File: config.mk
export PLATFORM = sky130hd
export DESIGN_NAME = qbp_ports
export DESIGN_NICKNAME = d
export VERILOG_FILES = /design/src/verilog/qbp_pkg.sv /design/src/verilog/qbp_ports.sv
export VERILOG_INCLUDE_DIRS = /design/src /design/src/verilog
export SDC_FILE = /design/constraint.sdc
export NUM_CORES = 1
export LEC_CHECK = 0
export BUFFER_PORTS_ARGS = -buffer_cell sky130_fd_sc_hd__buf_2
export CAP_MARGIN = 20
export CORE_ASPECT_RATIO = 0.75
export CORE_UTILIZATION = 54
export CTS_BUF_LIST = sky130_fd_sc_hd__clkbuf_4
export CTS_CLUSTER_SIZE = 25
export DETAILED_ROUTE_END_ITERATION = 8
export PLACE_DENSITY_LB_ADDON = 0.12
export SYNTH_ARGS = -nofsm -noshare
export SYNTH_HDL_FRONTEND = slang
export SYNTH_SLANG_ARGS = --single-unit
File: constraint.sdc
create_clock -name clk_i -period 3.4 [get_ports clk_i]
set_clock_uncertainty 0.2 [all_clocks]
set_input_delay 1.02 -clock clk_i [delete_from_list [all_inputs] [get_ports clk_i]]
set_output_delay 1.02 -clock clk_i [all_outputs]
set_load 0.05 [all_outputs]
File: src/verilog/qbp_defines.svh
// Register offsets, reset values and timing counts of the quasi-bidirectional port block
`ifndef QBP_DEFINES_SVH
`define QBP_DEFINES_SVH

// Wishbone byte addresses, one aligned 32-bit word per register
`define QBP_ADR_LATCH_P3   8'h00
`define QBP_ADR_LATCH_P4   8'h04
`define QBP_ADR_LATCH_P5   8'h08
`define QBP_ADR_LATCH_P6   8'h0c
`define QBP_ADR_PIN_P3     8'h10
`define QBP_ADR_PIN_P4     8'h14
`define QBP_ADR_PIN_P5     8'h18
`define QBP_ADR_PIN_P6     8'h1c
`define QBP_ADR_P4CFG      8'h20
`define QBP_ADR_ALT_P3     8'h24
`define QBP_ADR_ALT_P5     8'h28
`define QBP_ADR_ALT_P6     8'h2c

// Reset values
`define QBP_RST_LATCH      8'hff
`define QBP_RST_P4CFG      8'h00
`define QBP_RST_ALT        8'h00
`define QBP_RST_PINS       32'hffff_ffff

// Bits that own an alternate output function, per port
`define QBP_ALT_OUT_P3     8'he2
`define QBP_ALT_OUT_P5     8'hf1
`define QBP_ALT_OUT_P6     8'hbf

// Port lanes in the flattened 32-bit pin vectors
`define QBP_LANE_P3        0
`define QBP_LANE_P4        8
`define QBP_LANE_P5        16
`define QBP_LANE_P6        24

// Strong transition driver on time, least time, rounded up
`define QBP_CLK_PERIOD_NS  100
`define QBP_STRONG_HI_NS   200
`define QBP_STRONG_HI_CYC  (((`QBP_STRONG_HI_NS) + (`QBP_CLK_PERIOD_NS) - 1) / (`QBP_CLK_PERIOD_NS))

`endif

File: src/verilog/qbp_pkg.sv
// Types shared by the quasi-bidirectional port block
package qbp_pkg;

  typedef enum logic [2:0] {
    QBP_SEL_LATCH,
    QBP_SEL_PIN,
    QBP_SEL_P4CFG,
    QBP_SEL_ALT,
    QBP_SEL_NONE
  } qbp_reg_sel_t;

  typedef logic [7:0] qbp_byte_t;
  typedef logic [1:0] qbp_port_idx_t;

endpackage

File: src/verilog/qbp_ports.sv
// Quasi-bidirectional ports 3 to 6 with alternate function muxing and a Wishbone register slave
//
// Overview of operation
// - Reset sets every port latch bit to one
// - Latched one is weak high, usable as input
// - Written zero holds strong pull-down until one/reset
// - Zero-to-one gives brief strong high, then weak
// - Port4 config register selects I/O or memory
// - Port4 bits 0-3 drive program chip enables 0-3
// - Port4 bits 4-7 drive address bits 16-19
// - Port5 bit0 CAN transmit, bit1 CAN receive
// - Port5 bit2 timer3 input; bit3 plain I/O
// - Port5 bits 4-7 drive peripheral chip enables
// - Port6 bits 0-3 drive program chip enables 4-7
// - Port6 bits 4-5 drive address bits 20-21
// - Port6 bit6 uart2 receive, bit7 uart2 transmit
// - Port3 bit4 timer0 input; bit5 timer1/clock out
// - Port3 bits 6/7 drive data write/read strobes
// - Port3 bit0 uart0 receive, bit1 uart0 transmit
// - Port3 bits 2/3 external interrupt 0/1 inputs
//
// Local design decisions: the Wishbone interface to the registers and the register offsets.
`timescale 1ns/1ns
`include "qbp_defines.svh"

module qbp_ports
  import qbp_pkg::*;
#(
  parameter bit CAN_PRESENT = 1'b1
) (
  input  wire logic        clk_i,
  input  wire logic        rst_i,
  input  wire logic        ce_i,
  // Wishbone classic slave
  input  wire logic        cyc_i,
  input  wire logic        stb_i,
  input  wire logic        we_i,
  input  wire logic [7:0]  adr_i,
  input  wire logic [3:0]  sel_i,
  input  wire logic [31:0] dat_i,
  output logic      [31:0] dat_o,
  output logic             ack_o,
  // Pins: [7:0] port 3, [15:8] port 4, [23:16] port 5, [31:24] port 6
  input  wire logic [31:0] pin_i,
  output logic      [31:0] pin_o,
  output logic      [31:0] pin_oe_n_o,
  // Alternate outputs from the core peripherals
  input  wire logic        uart0_tx_i,
  input  wire logic        timer1_clk_out_i,
  input  wire logic        clk_out_en_i,
  input  wire logic        ext_wr_strobe_i,
  input  wire logic        ext_rd_strobe_i,
  input  wire logic [7:0]  prog_mem_chip_en_i,
  input  wire logic [5:0]  mem_addr_hi_i,
  input  wire logic        can_tx_out_i,
  input  wire logic [3:0]  periph_chip_en_i,
  input  wire logic        uart2_tx_i,
  // Alternate inputs to the core peripherals
  output logic             uart0_rx_o,
  output logic             ext_irq0_in_o,
  output logic             ext_irq1_in_o,
  output logic             timer0_ext_in_o,
  output logic             timer1_ext_in_o,
  output logic             can_rx_in_o,
  output logic             timer3_ext_in_o,
  output logic             uart2_rx_o
);

  localparam int unsigned STRONG_CYC = (`QBP_STRONG_HI_CYC < 1) ? 1 : `QBP_STRONG_HI_CYC;
  localparam logic [2:0]  STRONG_CNT = 3'(STRONG_CYC - 1);
  localparam qbp_byte_t   CAN_MASK   = CAN_PRESENT ? 8'hff : 8'hfe;

  //////////////////////////////////////////////////////////////////////////////
  // Software visible state

  qbp_byte_t    latch_q [4];
  qbp_byte_t    p4cfg_q;
  qbp_byte_t    alt3_q;
  qbp_byte_t    alt5_q;
  qbp_byte_t    alt6_q;
  logic [31:0]  sync1_q;
  logic [31:0]  sync2_q;
  logic [31:0]  sync3_q;
  logic [31:0]  pins_q;
  logic         ack_q;
  logic [31:0]  dat_q;

  qbp_reg_sel_t   reg_sel;
  qbp_port_idx_t  reg_port;
  logic           bus_req;
  logic           wr_lane0;

  assign bus_req  = cyc_i & stb_i & ~ack_q;
  assign wr_lane0 = bus_req & we_i & sel_i[0];

  always_comb begin
    reg_sel  = QBP_SEL_NONE;
    reg_port = 2'h0;
    case (adr_i)
      `QBP_ADR_LATCH_P3: begin reg_sel = QBP_SEL_LATCH; reg_port = 2'h0; end
      `QBP_ADR_LATCH_P4: begin reg_sel = QBP_SEL_LATCH; reg_port = 2'h1; end
      `QBP_ADR_LATCH_P5: begin reg_sel = QBP_SEL_LATCH; reg_port = 2'h2; end
      `QBP_ADR_LATCH_P6: begin reg_sel = QBP_SEL_LATCH; reg_port = 2'h3; end
      `QBP_ADR_PIN_P3:   begin reg_sel = QBP_SEL_PIN;   reg_port = 2'h0; end
      `QBP_ADR_PIN_P4:   begin reg_sel = QBP_SEL_PIN;   reg_port = 2'h1; end
      `QBP_ADR_PIN_P5:   begin reg_sel = QBP_SEL_PIN;   reg_port = 2'h2; end
      `QBP_ADR_PIN_P6:   begin reg_sel = QBP_SEL_PIN;   reg_port = 2'h3; end
      `QBP_ADR_P4CFG:    begin reg_sel = QBP_SEL_P4CFG; reg_port = 2'h1; end
      `QBP_ADR_ALT_P3:   begin reg_sel = QBP_SEL_ALT;   reg_port = 2'h0; end
      `QBP_ADR_ALT_P5:   begin reg_sel = QBP_SEL_ALT;   reg_port = 2'h2; end
      `QBP_ADR_ALT_P6:   begin reg_sel = QBP_SEL_ALT;   reg_port = 2'h3; end
      default:           begin reg_sel = QBP_SEL_NONE;  reg_port = 2'h0; end
    endcase
  end

  // Port latches
  always_ff @(posedge clk_i) begin
    if (rst_i) begin
      for (int p = 0; p < 4; p++) begin
        latch_q[p] <= `QBP_RST_LATCH;
      end
    end else if (ce_i && wr_lane0 && reg_sel == QBP_SEL_LATCH) begin
      latch_q[reg_port] <= dat_i[7:0];
    end
  end

  // Alternate function selects; unmapped bits stay zero
  always_ff @(posedge clk_i) begin
    if (rst_i) begin
      p4cfg_q <= `QBP_RST_P4CFG;
      alt3_q  <= `QBP_RST_ALT;
      alt5_q  <= `QBP_RST_ALT;
      alt6_q  <= `QBP_RST_ALT;
    end else if (ce_i && wr_lane0) begin
      if (reg_sel == QBP_SEL_P4CFG) begin
        p4cfg_q <= dat_i[7:0];
      end
      if (reg_sel == QBP_SEL_ALT && reg_port == 2'h0) begin
        alt3_q <= dat_i[7:0] & `QBP_ALT_OUT_P3;
      end
      if (reg_sel == QBP_SEL_ALT && reg_port == 2'h2) begin
        alt5_q <= dat_i[7:0] & `QBP_ALT_OUT_P5 & CAN_MASK;
      end
      if (reg_sel == QBP_SEL_ALT && reg_port == 2'h3) begin
        alt6_q <= dat_i[7:0] & `QBP_ALT_OUT_P6;
      end
    end
  end

  //////////////////////////////////////////////////////////////////////////////
  // Wishbone answer: one wait state, ack for every address, unmapped reads zero

  always_ff @(posedge clk_i) begin
    if (rst_i) begin
      ack_q <= 1'b0;
      dat_q <= 32'h0000_0000;
    end else if (ce_i) begin
      ack_q <= bus_req;
      if (bus_req && !we_i) begin
        case (reg_sel)
          QBP_SEL_LATCH: dat_q <= {24'h00_0000, latch_q[reg_port]};
          QBP_SEL_PIN:   dat_q <= {24'h00_0000, pins_q[8*reg_port +: 8]};
          QBP_SEL_P4CFG: dat_q <= {24'h00_0000, p4cfg_q};
          QBP_SEL_ALT: begin
            case (reg_port)
              2'h0:    dat_q <= {24'h00_0000, alt3_q};
              2'h2:    dat_q <= {24'h00_0000, alt5_q};
              2'h3:    dat_q <= {24'h00_0000, alt6_q};
              default: dat_q <= 32'h0000_0000;
            endcase
          end
          default:       dat_q <= 32'h0000_0000;
        endcase
      end
    end
  end

  assign ack_o = ack_q;
  assign dat_o = dat_q;

  //////////////////////////////////////////////////////////////////////////////
  // Pin input synchroniser: three stages, a change counts once stages two and three agree

  always_ff @(posedge clk_i) begin
    if (rst_i) begin
      sync1_q <= `QBP_RST_PINS;
      sync2_q <= `QBP_RST_PINS;
      sync3_q <= `QBP_RST_PINS;
      pins_q  <= `QBP_RST_PINS;
    end else if (ce_i) begin
      sync1_q <= pin_i;
      sync2_q <= sync1_q;
      sync3_q <= sync2_q;
      pins_q  <= (sync2_q & ~(sync2_q ^ sync3_q)) | (pins_q & (sync2_q ^ sync3_q));
    end
  end

  // Inputs to peripherals come straight from the filtered pin flops
  assign uart0_rx_o      = pins_q[`QBP_LANE_P3 + 0];
  assign ext_irq0_in_o   = pins_q[`QBP_LANE_P3 + 2];
  assign ext_irq1_in_o   = pins_q[`QBP_LANE_P3 + 3];
  assign timer0_ext_in_o = pins_q[`QBP_LANE_P3 + 4];
  assign timer1_ext_in_o = pins_q[`QBP_LANE_P3 + 5];
  assign can_rx_in_o     = pins_q[`QBP_LANE_P5 + 1];
  assign timer3_ext_in_o = pins_q[`QBP_LANE_P5 + 2];
  assign uart2_rx_o      = pins_q[`QBP_LANE_P6 + 6];

  //////////////////////////////////////////////////////////////////////////////
  // Alternate output multiplexing

  logic [31:0] alt_val;
  logic [31:0] alt_en;
  logic [31:0] drive_val;
  logic [31:0] latch_flat;

  always_comb begin
    alt_val = 32'hffff_ffff;
    alt_val[`QBP_LANE_P3 + 1] = uart0_tx_i;
    alt_val[`QBP_LANE_P3 + 5] = timer1_clk_out_i;
    alt_val[`QBP_LANE_P3 + 6] = ext_wr_strobe_i;
    alt_val[`QBP_LANE_P3 + 7] = ext_rd_strobe_i;
    alt_val[`QBP_LANE_P4 +: 4] = prog_mem_chip_en_i[3:0];
    alt_val[`QBP_LANE_P4 + 4 +: 4] = mem_addr_hi_i[3:0];
    alt_val[`QBP_LANE_P5 + 0] = can_tx_out_i;
    alt_val[`QBP_LANE_P5 + 4 +: 4] = periph_chip_en_i;
    alt_val[`QBP_LANE_P6 +: 4] = prog_mem_chip_en_i[7:4];
    alt_val[`QBP_LANE_P6 + 4 +: 2] = mem_addr_hi_i[5:4];
    alt_val[`QBP_LANE_P6 + 7] = uart2_tx_i;
  end

  // Timer 1 pin only turns into a clock output while the clock output is enabled;
  // otherwise it stays a plain input so the timer can count on it.
  always_comb begin
    alt_en = {alt6_q, alt5_q, p4cfg_q, alt3_q};
    alt_en[`QBP_LANE_P3 + 5] = alt3_q[5] & clk_out_en_i;
    alt_en[`QBP_LANE_P5 + 3] = 1'b0;
  end

  assign latch_flat = {latch_q[3], latch_q[2], latch_q[1], latch_q[0]};
  assign drive_val  = (alt_en & alt_val) | (~alt_en & latch_flat);

  //////////////////////////////////////////////////////////////////////////////
  // Pin drivers: strong low, momentary strong high, then weak pull-up (driver off)

  for (genvar b = 0; b < 32; b++) begin : g_pin
    logic       prev_q;
    logic [2:0] cnt_q;

    always_ff @(posedge clk_i) begin
      if (rst_i) begin
        prev_q        <= 1'b1;
        cnt_q         <= 3'h0;
        pin_o[b]      <= 1'b1;
        pin_oe_n_o[b] <= 1'b1;
      end else if (ce_i) begin
        prev_q <= drive_val[b];
        if (!drive_val[b]) begin
          cnt_q         <= 3'h0;
          pin_o[b]      <= 1'b0;
          pin_oe_n_o[b] <= 1'b0;
        end else if (!prev_q) begin
          cnt_q         <= STRONG_CNT;
          pin_o[b]      <= 1'b1;
          pin_oe_n_o[b] <= 1'b0;
        end else if (cnt_q != 3'h0) begin
          cnt_q         <= cnt_q - 3'h1;
          pin_o[b]      <= 1'b1;
          pin_oe_n_o[b] <= 1'b0;
        end else begin
          pin_o[b]      <= 1'b1;
          pin_oe_n_o[b] <= 1'b1;
        end
      end
    end
  end

endmodule
==> run summary <==
top cells by area, synth - dfxtp_1, mux2i_1, nand2_1
Cell Int Power - 6.68 mW
Main synth FF type - dfxtp_1
Highest Clock Rate - 363 MHz
share of cells above drive strength 1 - 0.182
final WL - 39.8 mm
clock share of power - 0.366
Die X - 201 um
first-pass GRT wire length - 62.9 mm
Post-CTS Setup Inserts - 0
Post-route DRC - 0
Comb power frac - 0.151
Power Density - 518 nW/um^2
#FFs+latches synth - 353
CTS tree - built
Pleak - 7.48 nW
Die H - 151 um
Fin. Hold Viols - 0
worst path cell trace - buf_2
max-slew violation count - 0
ys async rst share - 0
peak fanout along the critical path - 4
final net count - 2180
syn avg cell area - 8.68 um^2
CP max-delay cell - dfxtp_1
gr usage total - 0.260
post-CTS sizing - 0
core area - 29100 um^2
commonest non-fill, non-tap cell in the layout - dfxtp_1
Placer Congestion - 0.866
critical path class - reg2out
Die ar. - 30400 um^2
largest net degree at the start of global routing - 137
clk sinks - 353
initial cell density of the core - 0.551
number of I/O port buffers - 160
P&R area growth vs syn - 13.0%
Critical Path Source Type - register
Top delay family on crit path - flip-flops
most frequent cells in the layout - dfxtp_1, nand2_1, nor2_1, a21oi_1, buf_2
CTS max path bufs - 3
number of CTS-inserted buffers - 88
CP required - 2180 ps
final setup fails - 0
status - completed
Hold Buf Count CTS - 0
Buf/Inv on CP - 1
Antenna Nets Post-Route - 0
MaxCap Viol Count - 0
fin crit share - 0.810
final hold slack - 247 ps
switch share - 0.288
Switch Pwr - 2.70 mW
clk root buf - clkbuf_4
hpwl dp - 27.4 mm
Post-synth EDFFs - 32
Iter 0 DRT Violations - 848
Clock Latency Late Sink - 740 ps
Flop pwr share - 0.483
setup tns final - 0 ps
post-synth top area cell - dfxtp_1
RSZ-0062 raised after global routing - no
number of cells produced by synthesis - 1847
initial antenna violation count - 1
Slew headroom - 0.534
GRT Residual Overflow - 0
Rows - 54
vias in the first global route - 12300
share of the synthesized area in the top cell type - 0.401
register area share after synthesis - 0.461
min cycle time layout - 2750 ps
post-synth cell types - 60
I/O pins - 212
H-tree depth - 3
worst slew pin tran - 679 ps
clock-pin slew on the worst setup and hold paths - 60 ps
Vias/cell - 5.43
WP data arrival - 1530 ps
worst min path class - reg2reg
VDD IR max - 0.000284 V
cell area after synthesis - 16000 um^2
crit-path max cell delay - 520 ps
detailed-route wire length per cell - 16.2 um
CP endpoint kind - output port
vias - 13400
number of fill cells - 2569
number of synthesis warnings - 0
First-pass DRT Iterations - 5
[area by class of cell]
class                      count  area, um^2  share of cell area
multi-input combinational   1254        7530               0.416
timing repair buffer         202        1230              0.0678
inverter                     110         418              0.0231
clock buffer                 133         998              0.0551
clock inverter                16        60.1             0.00331
tap                          392         490              0.0271
sequential                   353        7390               0.408
antenna                        1        2.50            0.000138
[power groups by stage]
stage / Combinational, mW / Sequential, mW / Clock, mW
after global routing: 1.60 / 4.56 / 3.73
after detailed placement: 1.42 / 4.62 / 0
final: 1.42 / 4.53 / 3.43
after floorplan: 1.01 / 4.71 / 0
after CTS: 1.42 / 4.53 / 3.51
after global placement: 1.37 / 4.61 / 0
[logic make-up (layout without fill, tap and decap cells)]
group / count (synthesis) / count (layout) / synth area share
buffers and inverters: 263 / 461 / 0.0755
other: 1 / 25 / 0.000234
adders and majority gates: 64 / 64 / 0.0499
and+or+nand+nor: 623 / 623 / 0.172
AOI/OAI and AO/OA: 386 / 386 / 0.138
DFF: 353 / 353 / 0.461
muxes: 157 / 157 / 0.104
[Yosys cell counts, types with 2 or more instances]
master,number
a211o_1,7
a211oi_1,31
a21boi_0,3
a21oi_1,165
a221o_1,3
a221oi_1,6
a22o_1,3
a22oi_1,5
a2bb2oi_1,2
a32o_1,4
a32oi_1,3
and2_1,9
buf_1,12
buf_2,4
buf_4,56
clkbuf_1,80
dfxtp_1,321
edfxtp_1,32
ha_1,64
inv_1,108
mux2_2,25
mux2i_1,127
mux4_2,5
nand2_1,278
nand2b_1,44
nand3_1,42
nand3b_1,2
nand4b_1,12
nor2_1,173
nor2b_1,2
nor3_1,13
nor4_1,39
o21ai_0,136
o221ai_1,2
o2bb2ai_1,2
o31ai_1,2
o41a_1,2
[layer usage]
layer	GRT usage	vias up	part of all wire
met5	0	-	0
met3	0.0555	64	0.064
met4	0.0943	0	0.023
met2	0.394	408	0.43
li1	-	6652	-
met1	0.365	6244	0.48
[registers in the layout, summed over array words and instances, names as in the netlist, named ones only]
| signal | cells |
|---|---|
| pin_oe_n_o | 32 |
| alt5_q | 5 |
| pin_o | 32 |
| dat_o | 8 |
| ack_o | 1 |
| sync3_q | 32 |
| alt3_q | 4 |
| sync2_q | 32 |
| alt6_q | 7 |
| p4cfg_q | 8 |
| g_pin.cnt_q | 96 |
| sync1_q | 32 |
| latch_q | 32 |
[worst paths after layout]
kind	start	to	slack (ps)	cells after the start
max	register	uart0_rx_o	650	1
min	sync1_q[25]$_SDFFE_PP1P_	sync2_q[25]$_SDFFE_PP1P_	250	2
min reg2reg	sync1_q[25]$_SDFFE_PP1P_	sync2_q[25]$_SDFFE_PP1P_	250	2
max reg2reg	ack_o$_SDFFE_PP0P_	alt6_q[3]$_SDFFE_PP0P_	1140	7
[per-stage QoR]
stage	util	cell area, um^2	instances	total power [mW]	setup WS [ps]
floorplan	-	16100	1870	5.71	27.5
global placement	0.586	17100	2311	5.98	-20.5
detailed placement	0.586	17100	2311	6.04	-76.9
CTS	0.622	18100	2460	9.47	614
global route	0.622	18100	2461	9.88	584
finish	0.622	18100	2461	9.38	646
No activity file was read; power rests on OpenSTA's default activity.
